## src/logic/bdp_pkg.sv

```systemverilog
`default_nettype none

package bdp_pkg;

    // ------------------------------------------------------------------
    // Register map
    // ------------------------------------------------------------------
    localparam logic [7:0]  BDP_OFS_CTRL       = 8'h00;
    localparam logic [7:0]  BDP_OFS_DUTY       = 8'h04;
    localparam logic [7:0]  BDP_OFS_PERIOD     = 8'h08;
    localparam logic [7:0]  BDP_OFS_STATUS     = 8'h0C;

    // ------------------------------------------------------------------
    // Field positions and widths
    // ------------------------------------------------------------------
    localparam int          BDP_CNT_W          = 8;
    localparam int          BDP_DUTY_W         = 10;
    localparam int          BDP_STAT_SHADOW_LSB = 8;
    localparam int          BDP_STAT_WAVE_BIT  = 24;

    // ------------------------------------------------------------------
    // Reset values
    // ------------------------------------------------------------------
    localparam logic [6:0]  BDP_RST_CTRL       = 7'h00;
    localparam logic [9:0]  BDP_RST_DUTY       = 10'h000;
    localparam logic [7:0]  BDP_RST_PERIOD     = 8'hFF;

    // ------------------------------------------------------------------
    // Divider select codes and bus answers
    // ------------------------------------------------------------------
    localparam logic [1:0]  BDP_DIV1           = 2'h0;
    localparam logic [1:0]  BDP_DIV2           = 2'h1;
    localparam logic [1:0]  BDP_DIV4           = 2'h2;
    localparam logic [1:0]  BDP_DIV8           = 2'h3;
    localparam logic [1:0]  BDP_RESP_OKAY      = 2'h0;
    localparam logic [1:0]  BDP_RESP_SLVERR    = 2'h2;

    // Control register, bit 0 upward: clear, invert, enable, route,
    // divider select (2 bits), fine mode.
    typedef struct packed {
        logic       fine_mode;
        logic [1:0] clock_divider_select;
        logic       pin_route_select;
        logic       pulse_output_enable;
        logic       output_invert;
        logic       counter_clear;
    } bdp_ctrl_t;

    // Drive and enable for one output pin.
    typedef struct packed {
        logic       drive;
        logic       oe;
    } bdp_pin_t;

endpackage

`default_nettype wire

```

## src/logic/bdp_pwm.sv

```systemverilog
// Summary of operation
// - Counter clocked by CPU clock over 1/2/4/8.
// - Counter and period are eight bits, duty ten.
// - Duty writes leave the running period untouched.
// - Period end copies duty setting into shadow.
// - Invert control complements the output waveform.
// - Enabled output goes to one of two pins.
// - Clear holds counter zero, loads duty shadow.
// - Clear forces the output low at once.
// - Releasing clear drives high, starts new cycle.
// - Output low when counter reaches buffered duty.
// - Counter at period wraps to zero, output high.
// - Period writes act immediately in the compare.
// - Counter past new period overflows, one long cycle.
// - High fraction equals duty over period plus one.
// - Frequency is clock over prescale over period+1.
// - Fine mode: 1024 steps, period clock over 256.
// - Fine mode: low when base equals duty MSBs.
// - Fine mode: LSBs pick immediate or delayed rise.
//
// The register offsets and the AXI4-Lite register port were decided locally.
`timescale 1ns/1ps
`default_nettype none

module bdp_pwm
    import bdp_pkg::*;
(
    // Clock and reset
    input  wire logic        aclk,
    input  wire logic        aresetn,
    // AXI4-Lite write address and data
    input  wire logic [7:0]  s_axi_awaddr,
    input  wire logic        s_axi_awvalid,
    output var  logic        s_axi_awready,
    input  wire logic [31:0] s_axi_wdata,
    input  wire logic [3:0]  s_axi_wstrb,
    input  wire logic        s_axi_wvalid,
    output var  logic        s_axi_wready,
    // AXI4-Lite write response
    output var  logic [1:0]  s_axi_bresp,
    output var  logic        s_axi_bvalid,
    input  wire logic        s_axi_bready,
    // AXI4-Lite read
    input  wire logic [7:0]  s_axi_araddr,
    input  wire logic        s_axi_arvalid,
    output var  logic        s_axi_arready,
    output var  logic [31:0] s_axi_rdata,
    output var  logic [1:0]  s_axi_rresp,
    output var  logic        s_axi_rvalid,
    input  wire logic        s_axi_rready,
    // Output pins
    output var  bdp_pin_t    first_output_pin,
    output var  bdp_pin_t    second_output_pin
);

    // ------------------------------------------------------------------
    // Bus slave
    // ------------------------------------------------------------------
    logic [7:0]  awaddr_reg;
    logic [31:0] wdata_reg;
    logic [3:0]  wstrb_reg;
    bdp_ctrl_t   ctrl_reg;
    logic [9:0]  duty_setting;
    logic [7:0]  period_setting;

    wire         aw_hs    = s_axi_awvalid && s_axi_awready;
    wire         w_hs     = s_axi_wvalid && s_axi_wready;
    wire         ar_hs    = s_axi_arvalid && s_axi_arready;
    wire         do_write = !s_axi_awready && !s_axi_wready
                            && !s_axi_bvalid;
    wire         hit_ctrl = awaddr_reg == BDP_OFS_CTRL;
    wire         hit_duty = awaddr_reg == BDP_OFS_DUTY;
    wire         hit_per  = awaddr_reg == BDP_OFS_PERIOD;
    wire         hit_wr   = hit_ctrl || hit_duty || hit_per;
    wire         ctrl_wr  = do_write && hit_ctrl;

    // Byte lanes not strobed keep their old contents.
    function automatic logic [31:0] merge(input logic [31:0] old_v,
                                          input logic [31:0] new_v,
                                          input logic [3:0]  strb);
        logic [31:0] res;
        res = old_v;
        for (int i = 0; i < 4; i++) begin
            if (strb[i]) begin
                res[i*8 +: 8] = new_v[i*8 +: 8];
            end
        end
        return res;
    endfunction

    wire [31:0] ctrl_m = merge({25'h0, ctrl_reg}, wdata_reg, wstrb_reg);
    wire [31:0] duty_m = merge({22'h0, duty_setting}, wdata_reg,
                               wstrb_reg);
    wire [31:0] per_m  = merge({24'h0, period_setting}, wdata_reg,
                               wstrb_reg);

    always_ff @(posedge aclk) begin
        if (!aresetn) begin
            s_axi_awready <= 1'b1;
            s_axi_wready  <= 1'b1;
            s_axi_bvalid  <= 1'b0;
            s_axi_bresp   <= BDP_RESP_OKAY;
            awaddr_reg    <= 8'h00;
            wdata_reg     <= 32'h0000_0000;
            wstrb_reg     <= 4'h0;
        end else begin
            if (aw_hs) begin
                s_axi_awready <= 1'b0;
                awaddr_reg    <= s_axi_awaddr;
            end
            if (w_hs) begin
                s_axi_wready <= 1'b0;
                wdata_reg    <= s_axi_wdata;
                wstrb_reg    <= s_axi_wstrb;
            end
            if (do_write) begin
                s_axi_bvalid <= 1'b1;
                s_axi_bresp  <= hit_wr ? BDP_RESP_OKAY : BDP_RESP_SLVERR;
            end
            if (s_axi_bvalid && s_axi_bready) begin
                s_axi_bvalid  <= 1'b0;
                s_axi_awready <= 1'b1;
                s_axi_wready  <= 1'b1;
            end
        end
    end

    always_ff @(posedge aclk) begin
        if (!aresetn) begin
            ctrl_reg       <= BDP_RST_CTRL;
            duty_setting   <= BDP_RST_DUTY;
            period_setting <= BDP_RST_PERIOD;
        end else if (do_write) begin
            if (hit_ctrl) begin
                ctrl_reg <= bdp_ctrl_t'(ctrl_m[6:0]);
            end
            if (hit_duty) begin
                duty_setting <= duty_m[9:0];
            end
            if (hit_per) begin
                period_setting <= per_m[7:0];
            end
        end
    end

    // ------------------------------------------------------------------
    // Read path
    // ------------------------------------------------------------------
    logic [7:0]  period_counter;
    logic [9:0]  duty_shadow;
    logic        wave_reg;

    wire  [31:0] status_w = {7'h00, wave_reg, 6'h00, duty_shadow,
                             period_counter};
    wire  [31:0] rd_val   =
        (s_axi_araddr == BDP_OFS_CTRL)   ? {25'h0, ctrl_reg}       :
        (s_axi_araddr == BDP_OFS_DUTY)   ? {22'h0, duty_setting}   :
        (s_axi_araddr == BDP_OFS_PERIOD) ? {24'h0, period_setting} :
        (s_axi_araddr == BDP_OFS_STATUS) ? status_w : 32'h0000_0000;
    wire         rd_hit   = (s_axi_araddr == BDP_OFS_CTRL)
                            || (s_axi_araddr == BDP_OFS_DUTY)
                            || (s_axi_araddr == BDP_OFS_PERIOD)
                            || (s_axi_araddr == BDP_OFS_STATUS);

    always_ff @(posedge aclk) begin
        if (!aresetn) begin
            s_axi_arready <= 1'b1;
            s_axi_rvalid  <= 1'b0;
            s_axi_rdata   <= 32'h0000_0000;
            s_axi_rresp   <= BDP_RESP_OKAY;
        end else if (ar_hs) begin
            s_axi_arready <= 1'b0;
            s_axi_rvalid  <= 1'b1;
            s_axi_rdata   <= rd_val;
            s_axi_rresp   <= rd_hit ? BDP_RESP_OKAY : BDP_RESP_SLVERR;
        end else if (s_axi_rvalid && s_axi_rready) begin
            s_axi_rvalid  <= 1'b0;
            s_axi_arready <= 1'b1;
        end
    end

    // ------------------------------------------------------------------
    // Prescaler
    // ------------------------------------------------------------------
    logic [2:0] div_cnt_reg;

    wire        clr  = ctrl_reg.counter_clear;
    wire        fine = ctrl_reg.fine_mode;
    wire  [1:0] dsel = ctrl_reg.clock_divider_select;
    wire  [2:0] div_mask =
        (dsel == BDP_DIV1) ? 3'h0 :
        (dsel == BDP_DIV2) ? 3'h1 :
        (dsel == BDP_DIV4) ? 3'h3 : 3'h7;
    // Fine mode always runs at the full clock so its period is fixed.
    wire        tick = fine || ((div_cnt_reg & div_mask) == div_mask);

    always_ff @(posedge aclk) begin
        if (!aresetn || clr) begin
            div_cnt_reg <= 3'h0;
        end else begin
            div_cnt_reg <= div_cnt_reg + 3'h1;
        end
    end

    // ------------------------------------------------------------------
    // Period counter and duty shadow
    // ------------------------------------------------------------------
    logic [1:0] grp_reg;

    // Equality, not greater-or-equal, so a period lowered below the count
    // lets the counter run through overflow before the cycle ends.
    wire        end_per = fine ? (period_counter == 8'hFF)
                               : (period_counter == period_setting);
    wire        wrap    = tick && end_per;
    wire  [7:0] duty_hi = duty_shadow[9:2];
    wire        delay_w = grp_reg < duty_shadow[1:0];

    always_ff @(posedge aclk) begin
        if (!aresetn) begin
            period_counter <= 8'h00;
            duty_shadow    <= BDP_RST_DUTY;
            grp_reg        <= 2'h0;
        end else if (clr) begin
            period_counter <= 8'h00;
            duty_shadow    <= duty_setting;
            grp_reg        <= 2'h0;
        end else if (wrap) begin
            period_counter <= 8'h00;
            duty_shadow    <= duty_setting;
            grp_reg        <= grp_reg + 2'h1;
        end else if (tick) begin
            period_counter <= period_counter + 8'h01;
        end
    end

    // ------------------------------------------------------------------
    // Waveform and pin routing
    // ------------------------------------------------------------------
    // Eight-bit mode uses the low byte of the duty setting; the high
    // fraction is duty / (period + 1).
    wire wave_8   = period_counter < duty_shadow[7:0];
    wire wave_f   = (period_counter < duty_hi)
                    && !(period_counter == 8'h00 && delay_w);
    wire wave_nxt = clr ? 1'b0 : (fine ? wave_f : wave_8);
    wire pin_lvl  = wave_nxt ^ ctrl_reg.output_invert;
    wire route_a  = ctrl_reg.pulse_output_enable
                    && !ctrl_reg.pin_route_select;
    wire route_b  = ctrl_reg.pulse_output_enable
                    && ctrl_reg.pin_route_select;

    // Pins are fed from the next waveform value so that they line up with
    // the internal waveform register instead of lagging it.
    always_ff @(posedge aclk) begin
        if (!aresetn) begin
            wave_reg          <= 1'b0;
            first_output_pin  <= '0;
            second_output_pin <= '0;
        end else begin
            wave_reg          <= wave_nxt;
            first_output_pin  <= '{drive: route_a && pin_lvl, oe: route_a};
            second_output_pin <= '{drive: route_b && pin_lvl, oe: route_b};
        end
    end

    wire inv_w = ctrl_reg.output_invert;
endmodule

`default_nettype wire

```

## config.mk

```make
export PLATFORM = sky130hd
export DESIGN_NAME = bdp_pwm
export DESIGN_NICKNAME = d
export VERILOG_FILES = /design/src/logic/bdp_pkg.sv /design/src/logic/bdp_pwm.sv
export SDC_FILE = /design/constraint.sdc
export NUM_CORES = 1
export LEC_CHECK = 0
export BUFFER_PORTS_ARGS = -buffer_cell sky130_fd_sc_hd__buf_2
export CAP_MARGIN = 20
export CORE_AREA = 4 4 118 120
export DETAILED_ROUTE_END_ITERATION = 16
export DIE_AREA = 0 0 122 124
export PLACE_DENSITY = 0.6
export SLEW_MARGIN = 20
export SYNTH_ARGS = -nofsm -noshare
export SYNTH_HDL_FRONTEND = slang
export SYNTH_SLANG_ARGS = --single-unit
```

## constraint.sdc

```tcl
create_clock -name aclk -period 2.97 [get_ports aclk]
set_input_delay 0.4455 -clock aclk [delete_from_list [all_inputs] [get_ports aclk]]
set_output_delay 0.4455 -clock aclk [all_outputs]
set_load 0.1 [all_outputs]
```

# Word level (Yosys, flattened, before mapping)

Cells that the tools add are included.
Widths: inputs -> output; s select.

Output and inout bits: 45
Register bits after elaboration: 114

Mux-type cells: 18
$add $sub $neg: 3
Order comparisons: 3
Bitwise gates (word level): 3
Equality and inequality tests: 10
Reductions and logical operators: 40

Operators by type and width:

| kind                | number |
|---|---|
| $mux 25             | 4 |
| $eq 8x4->1 const B  | 3 |
| $logic_not 8->1     | 3 |
| $mux 10             | 2 |
| $eq 8x3->1 const B  | 2 |
| $lt 8x8->1          | 2 |
| $logic_and 1x1->1   | 14 |
| $reduce_and 3->1    | 4 |
| $mux 3              | 3 |
| $add 8x1->8 const B | 1 |
| $eq 8x8->1          | 1 |
| $eq 8x8->1 const B  | 1 |
| $logic_or 1x1->1    | 7 |
| $mux 1              | 7 |
| $logic_not 1->1     | 6 |
| $mux 2              | 2 |
| $reduce_bool 2->1   | 2 |
| $reduce_or 2->1     | 2 |
| $add 3x1->3 const B | 1 |
| $and 3x3->3         | 1 |
| $eq 3x3->1          | 1 |
| $reduce_or 3->1     | 1 |
| $add 2x1->2 const B | 1 |
| $eq 2x1->1 const B  | 1 |
| 5 further kinds     | 5 |

# Depth between registers and ports, before layout

Gate-level depths: netlist of the first run.

Depth after elaboration: 10
Mapped depth: 7

# Least setup slack after synthesis of the first run

OpenSTA, ideal clock, no wires.

Kind: reg2reg
Start point: register s_axi_bvalid
End point: register period_setting[0]
Cell stages (with the launch flop): 7
Setup slack: 0.832 ns
Library setup time: 0.128 ns
Arrival time: 2.010 ns
Path buffers: 1
Cell sequence: dfxtp_1 -> or3_4 -> nor4_1 -> and3b_1 -> buf_4 -> mux2i_1 -> nand2_1

Cells in the longest elaborated chain, start to end: 3

RTL lines:

| element                           | RTL line       | RTL |
|---|---|---|
| from (decl)                       | bdp_pwm.sv:41  | `output var logic s_axi_bvalid,` |
| from (signal assigned)            | bdp_pwm.sv:101 | `s_axi_bvalid <= 1'b0;` |
| from (signal assigned)            | bdp_pwm.sv:117 | `s_axi_bvalid <= 1'b1;` |
| from (signal assigned)            | bdp_pwm.sv:121 | `s_axi_bvalid <= 1'b0;` |
| $logic_not 1->1                   | bdp_pwm.sv:70  | `&& !s_axi_bvalid;` |
| $logic_and 1x1->1                 | bdp_pwm.sv:70  |  |
| $reduce_and 3->1 (no source line) | n/a            |  |
| to (signal assigned)              | bdp_pwm.sv:141 | `period_setting <= per_m[7:0];` |
| to (decl)                         | bdp_pwm.sv:64  | `logic [7:0] period_setting;` |

No other way between the ends.
A chain may end at the register's enable or synchronous reset.

# Worst setup path after layout of the first run

Start point: register period_counter[6]
End point: register wave_reg

Cells in the longest elaborated chain, start to end: 6

RTL lines:

| element                                                            | RTL line       | RTL |
|---|---|---|
| from (decl)                                                        | bdp_pwm.sv:149 | `logic [7:0] period_counter;` |
| from (signal assigned)                                             | bdp_pwm.sv:232 | `period_counter <= period_counter + 8'h01;` |
| parallel branches: the longest is 4 deep, another holds $lt 8x8->1 | n/a            |  |
| $mux 1 (*) (2 in a row)                                            | bdp_pwm.sv:244 | `wire wave_nxt = clr ? 1'b0 : (fine ? wave_f : wave_8);` |
| to (signal assigned)                                               | bdp_pwm.sv:259 | `wave_reg <= wave_nxt;` |
| to (decl)                                                          | bdp_pwm.sv:151 | `logic wave_reg;` |

Mark *: on every way between the ends.

==> impl_metrics.json, run 1 <==
{
  "top_register": "s_axi_rdata",
  "synthArstFlopShare_pct": 0,
  "dieArea_um2": 15100,
  "gp_congestion": 0.837,
  "antenna_found_initial": 1,
  "yosys_warnings": 0,
  "p_int_mw": 2.22,
  "drc_errors": 0,
  "core_um2": 13000,
  "holdPathStages": 2,
  "place_hpwl_mm": 9.67,
  "fin_tns_setup_ns": 0,
  "clk_latency_ns": 0.34,
  "fill_cells": 1312,
  "die_y_um": 124,
  "pwr-share-comb_pct": 16.4,
  "numCtsBuffers": 9,
  "start_util_pct": 38.9,
  "synth.distinct_cells": 59,
  "avgSynthCellArea_um2": 8.64,
  "largest_reg_flops": 19,
  "p_seq_share_pct": 45.8,
  "drt-total-wl_mm": 13.3,
  "h-tree-depth": 3,
  "rsz0062_at_grt": "no",
  "cts_resized": 0,
  "drtPass1Iterations": 5,
  "grt_pass1_wl_mm": 21.1,
  "dp.cells": 787,
  "cp_slowest_stage_delay_ns": 0.57,
  "synthTopCellsByArea": "dfxtp_1, nand2_1, mux2i_1, a21oi_1, ha_1",
  "r2r_end": "wave_reg$_SDFF_PN0_",
  "critPathTopFamily": "compound AO/OA/AOI/OAI gates",
  "cts_hold_buf": 0,
  "io_pins": 104,
  "final_nets": 699,
  "drive_gt1_share_pct": 15.9,
  "numClockSinks": 99,
  "fin_crit_ns": 2.34,
  "hp-start": "s_axi_wvalid",
  "path_max_fanout": 10,
  "fin_worst_skew_ns": 0.00663,
  "cts_tree": "built",
  "yosysTopAreaCell": "dfxtp_1",
  "max_slew_margin_pct": 36.6,
  "clock_path_buffers": 2,
  "gr-total-overflow": 0,
  "clockRootBuffer": "clkbuf_16",
  "critical_path.slowest_cell": "dfxtp_1",
  "wire_per_inst_um": 16.6,
  "vias_per_cell": 5.48,
  "yosysSeqAreaShare_pct": 39.3,
  "cts_setup_buffers": 0,
  "leakage_nw": 2.30,
  "endpoint_kind": "flop",
  "grt_max_degree": 37,
  "portBuffers": 64,
  "grt_pass1_vias": 4114,
  "rr_worst_depth": 6,
  "cp.arrival_ns": 2.60,
  "r2r-start": "period_counter[6]$_SDFFE_PP0P_",
  "ys_ff_latch": 99,
  "rows": 42,
  "worst_pin_slew_ns": 0.951,
  "power_density_nw_per_um2": 557,
  "switching_share_pct": 29.7,
  "drv_cap": 0,
  "hold_path_end": "s_axi_wready$_SDFFE_PP1P_",
  "area_delta_synth_final_pct": 12.6,
  "crit_required_ns": 3.23,
  "cp_cell_sequence": "ha_1, a21o_1, a2111oi_0, o211ai_1, o21a_1, nor2_1",
  "status": "finished, final reports clean",
  "synth-edff-count": 0,
  "path_clk_slew_ns": 0.07,
  "power_switching_mw": 0.939,
  "hold_viol": 0,
  "synth_flop_cell": "dfxtp_1",
  "grt_usage_pct": 17.7,
  "syn_area_um2": 5050,
  "ant_nets": 0,
  "clkPwrFrac_pct": 37.8,
  "rrSetupSlack_ns": 0.63,
  "synth_top_area_share_pct": 39.3,
  "final_cells": 803,
  "timing.fmax_ghz": 0.428,
  "via_count": 4403,
  "finalCritPeriodShare_pct": 78.6,
  "critPathKind": "reg -> reg",
  "ir_drop_v": 0.000266,
  "hold_path.class": "in -> reg",
  "drt-initial-drc-count": 343,
  "final_max_slew_viol_count": 0,
  "final-setup-viol-count": 0,
  "path_buf_inv": 0,
  "critPathLaunchType": "flop",
  "netlist_instances": 584,
  "diodes": 0,
  "fp.dieW_um": 122
}
-- worst reg2reg max path, delay by kind of cell, from the launching register on --
kind | cells | cell delay [ns]
AOI/OAI and AO/OA | 4 | 1.22
adders and majority gates | 1 | 0.34
DFF | 1 | 0.57
and+or+nand+nor | 1 | 0.14
-- how the worst max path moves through the flow --
stage                                    from                         endpoint  cells past startpoint
2_1_floorplan       s_axi_bvalid$_SDFFE_PP0P_   period_setting[0]$_SDFFE_PN1P_                      6
3_5_place_dp   period_counter[6]$_SDFFE_PP0P_  second_output_pin[1]$_SDFF_PN0_                      6
6_report       period_counter[6]$_SDFFE_PP0P_              wave_reg$_SDFF_PN0_                      6
5_1_grt                     fine$_SDFFE_PN0P_   period_counter[1]$_SDFFE_PP0P_                      4
4_1_cts        period_counter[6]$_SDFFE_PP0P_  second_output_pin[1]$_SDFF_PN0_                      6
3_3_place_gp   period_counter[6]$_SDFFE_PP0P_   first_output_pin[1]$_SDFF_PN0_                      6
-- logic make-up (layout without fill, tap and decap cells) --
logic type,Yosys count,in the layout,synth area share [%]
compound gates,142,142,19.9
xor+xnor,6,6,1.04
fa+ha+maj,18,18,4.46
buf+inv,77,106,7.54
flops,99,99,39.3
mux,37,37,7.76
other cells,1,15,0.0743
simple gates,204,204,20.0
-- synth_stat cells (6+ instances only) --
| cell type | number |
|---|---|
| xnor2_1 | 6 |
| o311ai_1 | 10 |
| a21oi_1 | 45 |
| o31ai_1 | 13 |
| o211ai_1 | 6 |
| nand2_1 | 83 |
| dfxtp_1 | 99 |
| or3_1 | 7 |
| a32oi_1 | 10 |
| mux2i_1 | 29 |
| a22o_1 | 8 |
| o21ai_0 | 10 |
| ha_1 | 18 |
| nand2b_1 | 7 |
| a22oi_1 | 11 |
| buf_2 | 10 |
| nor2_1 | 43 |
| clkbuf_1 | 22 |
| nand3_1 | 18 |
| nor3_1 | 11 |
| buf_4 | 17 |
| mux2_2 | 7 |
| a311oi_1 | 6 |
| inv_1 | 21 |
-- per-stage QoR --
step	area [µm²]	power (mW)	setup slack, ns	utilization [%]	hold WS [ns]
2_1_floorplan	5100	1.89	0.832	-	0.425
3_3_place_gp	5380	1.98	0.789	41.4	0.439
3_5_place_dp	5380	2.00	0.683	41.4	0.449
4_1_cts	5680	3.19	0.671	43.8	0.299
5_1_grt	5680	3.29	0.548	43.8	0.312
6_report	5680	3.16	0.634	43.8	0.303
-- power groups by stage --
| stage | sequential [mW] | combinational [mW] | clock (mW) |
|---|---|---|---|
| after floorplan | 1.54 | 0.348 | 0 |
| after global placement | 1.48 | 0.502 | 0 |
| after detailed placement | 1.48 | 0.516 | 0 |
| after CTS | 1.45 | 0.518 | 1.22 |
| after global routing | 1.46 | 0.562 | 1.27 |
| final | 1.45 | 0.519 | 1.19 |
-- layer usage --
metal	vias to the layer above	GRT usage [%]	wire length, µm
li1	2157	-	-
met1	2079	22.9	5930
met2	138	29.6	6250
met3	27	2.77	783
met4	2	7.28	363
met5	-	0	7
-- final cells by class --
type	count	area, µm²	share of cell area, %
Clock buffer	12	246	4.34
Tap cell	176	220	3.88
Clock inverter	4	58.8	1.04
Inverter	21	78.8	1.39
Timing Repair Buffer	69	358	6.30
Multi-Input combinational cell	422	2740	48.2
Sequential cell	99	1980	34.9
-- placed cells by master, fill, tap and decap left out, types with 4 or more instances in the layout --
master and n:
o311ai_1 10, mux2i_1 29, inv_1 20, nand3_1 18, buf_4 5, ha_1 18, o21ai_0 10, conb_1 15
a21oi_1 45, o31ai_1 13, a22o_1 8, a32oi_1 10, or3_1 7, nor3_1 11, dfxtp_1 99, nand2_1 83
clkbuf_16 9, a311oi_1 6, nor3b_1 4, nor2_1 43, xnor2_1 6, a22oi_1 11, nand2b_1 7, buf_2 64
and2_1 5, mux2_2 7, o211ai_1 6
(Power assumes the default switching activity.)
==> run 2: changes to the inputs <==
--- a/config.mk
+++ b/config.mk
@@ -5,12 +5,13 @@
 export SDC_FILE = /design/constraint.sdc
 export NUM_CORES = 1
 export LEC_CHECK = 0
+export ABC_AREA = 1
 export BUFFER_PORTS_ARGS = -buffer_cell sky130_fd_sc_hd__buf_2
 export CAP_MARGIN = 20
-export CORE_AREA = 4 4 118 120
+export CORE_AREA = 4 4 113 115
 export DETAILED_ROUTE_END_ITERATION = 16
-export DIE_AREA = 0 0 122 124
-export PLACE_DENSITY = 0.6
+export DIE_AREA = 0 0 117 119
+export PLACE_DENSITY = 0.63
 export SLEW_MARGIN = 20
 export SYNTH_ARGS = -nofsm -noshare
 export SYNTH_HDL_FRONTEND = slang
==> constraint.sdc (replaced) <==
create_clock -name aclk -period 2.1 [get_ports aclk]
set_input_delay 0.315 -clock aclk [delete_from_list [all_inputs] [get_ports aclk]]
set_output_delay 0.315 -clock aclk [all_outputs]
set_load 0.1 [all_outputs]
==> run 2 against run 1 <==
Effect of this change: count of clock-buffer cells in the layout down 2; die area down 8.0%; register-to-register slack worse by 0.28 ns; first-iteration DRC count down 32%; non-clock buffer count up 10; setup slack worse by 0.28 ns; synthesized area down 8.2%; synthesized cell count up 9.1%; via count down 7.3%; highest routed layer is now met4.
==> impl_metrics.json, run 2 <==
{
  "status": "finished, final reports clean",
  "dp.cells": 840,
  "critPathKind": "reg -> reg",
  "synthArstFlopShare_pct": 0,
  "clk_latency_ns": 0.35,
  "critPathTopFamily": "simple AND/OR/NAND/NOR gates",
  "grt_usage_pct": 16.6,
  "yosysSeqAreaShare_pct": 42.8,
  "p_int_mw": 2.89,
  "max_slew_margin_pct": 61.6,
  "path_clk_slew_ns": 0.07,
  "dieArea_um2": 13900,
  "synth_flop_cell": "dfxtp_1",
  "cp.arrival_ns": 1.98,
  "final-setup-viol-count": 0,
  "pwr-share-comb_pct": 12.9,
  "core_um2": 11800,
  "fin_worst_skew_ns": 0.00468,
  "via_count": 4083,
  "avgSynthCellArea_um2": 7.27,
  "syn_area_um2": 4630,
  "synth-simple-area-share_pct": 26.3,
  "synth-edff-count": 0,
  "clockRootBuffer": "clkbuf_16",
  "cp_cell_sequence": "nor2_1, xor2_1, nor2_1, nand3_2, nor2_2, nor2_4, nor2_1, nor2_1",
  "drv_cap": 0,
  "portBuffers": 64,
  "wire_per_inst_um": 12.9,
  "p_seq_share_pct": 48.4,
  "final_cell_mix": "nand2_1, dfxtp_1, nor2_1, a21oi_1, buf_2",
  "io_pins": 104,
  "vias_per_cell": 4.77,
  "clock_path_buffers": 2,
  "path_buf_inv": 0,
  "synth_mux_area_share_pct": 0,
  "top_register": "s_axi_rdata",
  "synth.distinct_cells": 34,
  "synth-compound-area-share_pct": 14.2,
  "cts_resized": 0,
  "drt-total-wl_mm": 11.0,
  "placed_cell_area_um2": 5080,
  "fp.dieW_um": 117,
  "drtPass1Iterations": 5,
  "yosysTopAreaCell": "dfxtp_1",
  "power_switching_mw": 1.21,
  "leakage_nw": 2.46,
  "final_cell_area_um2": 5380,
  "cp_slowest_stage_delay_ns": 0.54,
  "whs_ns": 0.214,
  "critical_path.slowest_cell": "dfxtp_1",
  "hold_viol": 0,
  "drc_errors": 0,
  "critPathLaunchType": "flop",
  "largest_reg_flops": 19,
  "die_y_um": 119,
  "diodes": 0,
  "start_util_pct": 39.2,
  "grt_max_degree": 50,
  "gr-total-overflow": 0,
  "fin_util_pct": 45.5,
  "synth_commonest_cells": "nand2_1, dfxtp_1, nor2_1",
  "ir_drop_v": 0.000467,
  "synth_top_family_by_area": "simple AND/OR/NAND/NOR gates",
  "synthTopCellsByArea": "dfxtp_1, nand2_1, nor2_1, a21oi_1, ha_1",
  "netlist_instances": 637,
  "synth-xor-area-share_pct": 2.08,
  "crit_required_ns": 2.34,
  "rsz0062_at_grt": "no",
  "numCtsBuffers": 9,
  "h-tree-depth": 3,
  "endpoint_kind": "flop",
  "final_common_cell": "nand2_1",
  "fin_tns_setup_ns": 0,
  "rows": 40,
  "final_max_slew_viol_count": 0,
  "timing.fmax_ghz": 0.573,
  "place_hpwl_mm": 8.55,
  "worst_pin_slew_ns": 0.571,
  "path_max_fanout": 20,
  "ant_nets": 0,
  "grt_pass1_vias": 3829,
  "clkPwrFrac_pct": 38.7,
  "ys_ff_latch": 99,
  "area_delta_synth_final_pct": 16.0,
  "fin_crit_ns": 1.74,
  "cts_hold_buf": 0,
  "gp_congestion": 0.864,
  "synthAdderAreaFrac_pct": 4.86,
  "antenna_found_initial": 0,
  "grt_pass1_wl_mm": 18.4,
  "final_cells": 856,
  "hold_path.class": "in -> reg",
  "cts_tree": "built",
  "cts_setup_buffers": 0,
  "final_nets": 781,
  "switching_share_pct": 29.5,
  "finalCritPeriodShare_pct": 83.1,
  "drt-initial-drc-count": 233,
  "synth_most_common_cell": "nand2_1",
  "yosys_warnings": 0,
  "drive_gt1_share_pct": 15.4,
  "power_density_nw_per_um2": 762,
  "synth_top_area_share_pct": 42.8,
  "crit_path_frequent_cell": "nor2_1",
  "numClockSinks": 99,
  "fill_cells": 1219
}
-- run 2: cell types whose count changed after synthesis, sizes merged, moves of 13 or more --
cell   change
a21oi     +19
inv       +38
mux2i     -29
nand2     +46
nor2      +58
o21ai     +31
o31ai     -13
-- run 2: worst register-to-register path, stage by stage (launching register included) --
cell,delay [ns]
dfxtp_1,0.54
nor2_1,0.11
xor2_1,0.15
nor2_1,0.13
nand3_2,0.09
nor2_2,0.24
nor2_4,0.15
nor2_1,0.15
nor2_1,0.06
-- run 2: layer usage --
layer	GRT usage (%)	vias to the layer above	wire, µm
met2	27.5	89	5270
met4	3.23	0	121
met1	21.9	1810	5150
met5	0	-	0
li1	-	2174	-
met3	4.01	10	511
-- run 2: cells by family after synthesis --
kind of cell / count (synthesis)
fa+ha+maj: 18
flops: 99
other cells: 1
simple gates: 288
buf+inv: 98
compound gates: 122
xor+xnor: 11
-- run 2: per-stage QoR --
stage                     worst slack, ns  power, mW
after floorplan                     0.169       2.45
after global placement              0.211       2.54
after CTS                           0.161       4.14
after detailed placement            0.190       2.55
after global routing                0.134       4.28
final                               0.355       4.10
-- run 2: final cells by class --
cell class / instances / area, µm² / share of cell area [%]
flip-flops and latches: 99 / 1980 / 36.9
inverters: 61 / 229 / 4.26
clock inverters: 6 / 60.1 / 1.12
clock buffers: 10 / 229 / 4.26
multi-input cells: 454 / 2260 / 42.0
well taps: 147 / 184 / 3.42
repair buffers: 79 / 433 / 8.05
-- run 2: power by group through the flow --
stage          clock network [mW]  logic, mW  registers, mW
3_3_place_gp                    0      0.520           2.02
5_1_grt                      1.71      0.587           1.99
2_1_floorplan                   0      0.357           2.09
3_5_place_dp                    0      0.529           2.03
6_report                     1.59      0.530           1.98
4_1_cts                      1.63      0.531           1.98
-- run 2: path summary, 6_finish.rpt --
path                                  from                             end  slack, ns  cells past startpoint
setup / recovery         fine$_SDFFE_PN0P_     duty_shadow[4]$_SDFFE_PN0P_       0.36                      8
hold / removal              s_axi_wdata[8]       wdata_reg[8]$_SDFFE_PN0P_       0.21                      3
setup reg to reg         fine$_SDFFE_PN0P_     duty_shadow[4]$_SDFFE_PN0P_       0.36                      8
hold reg to reg   ctrl_reg[3]$_SDFFE_PN0P_  first_output_pin[0]$_SDFF_PN0_       0.44                      1
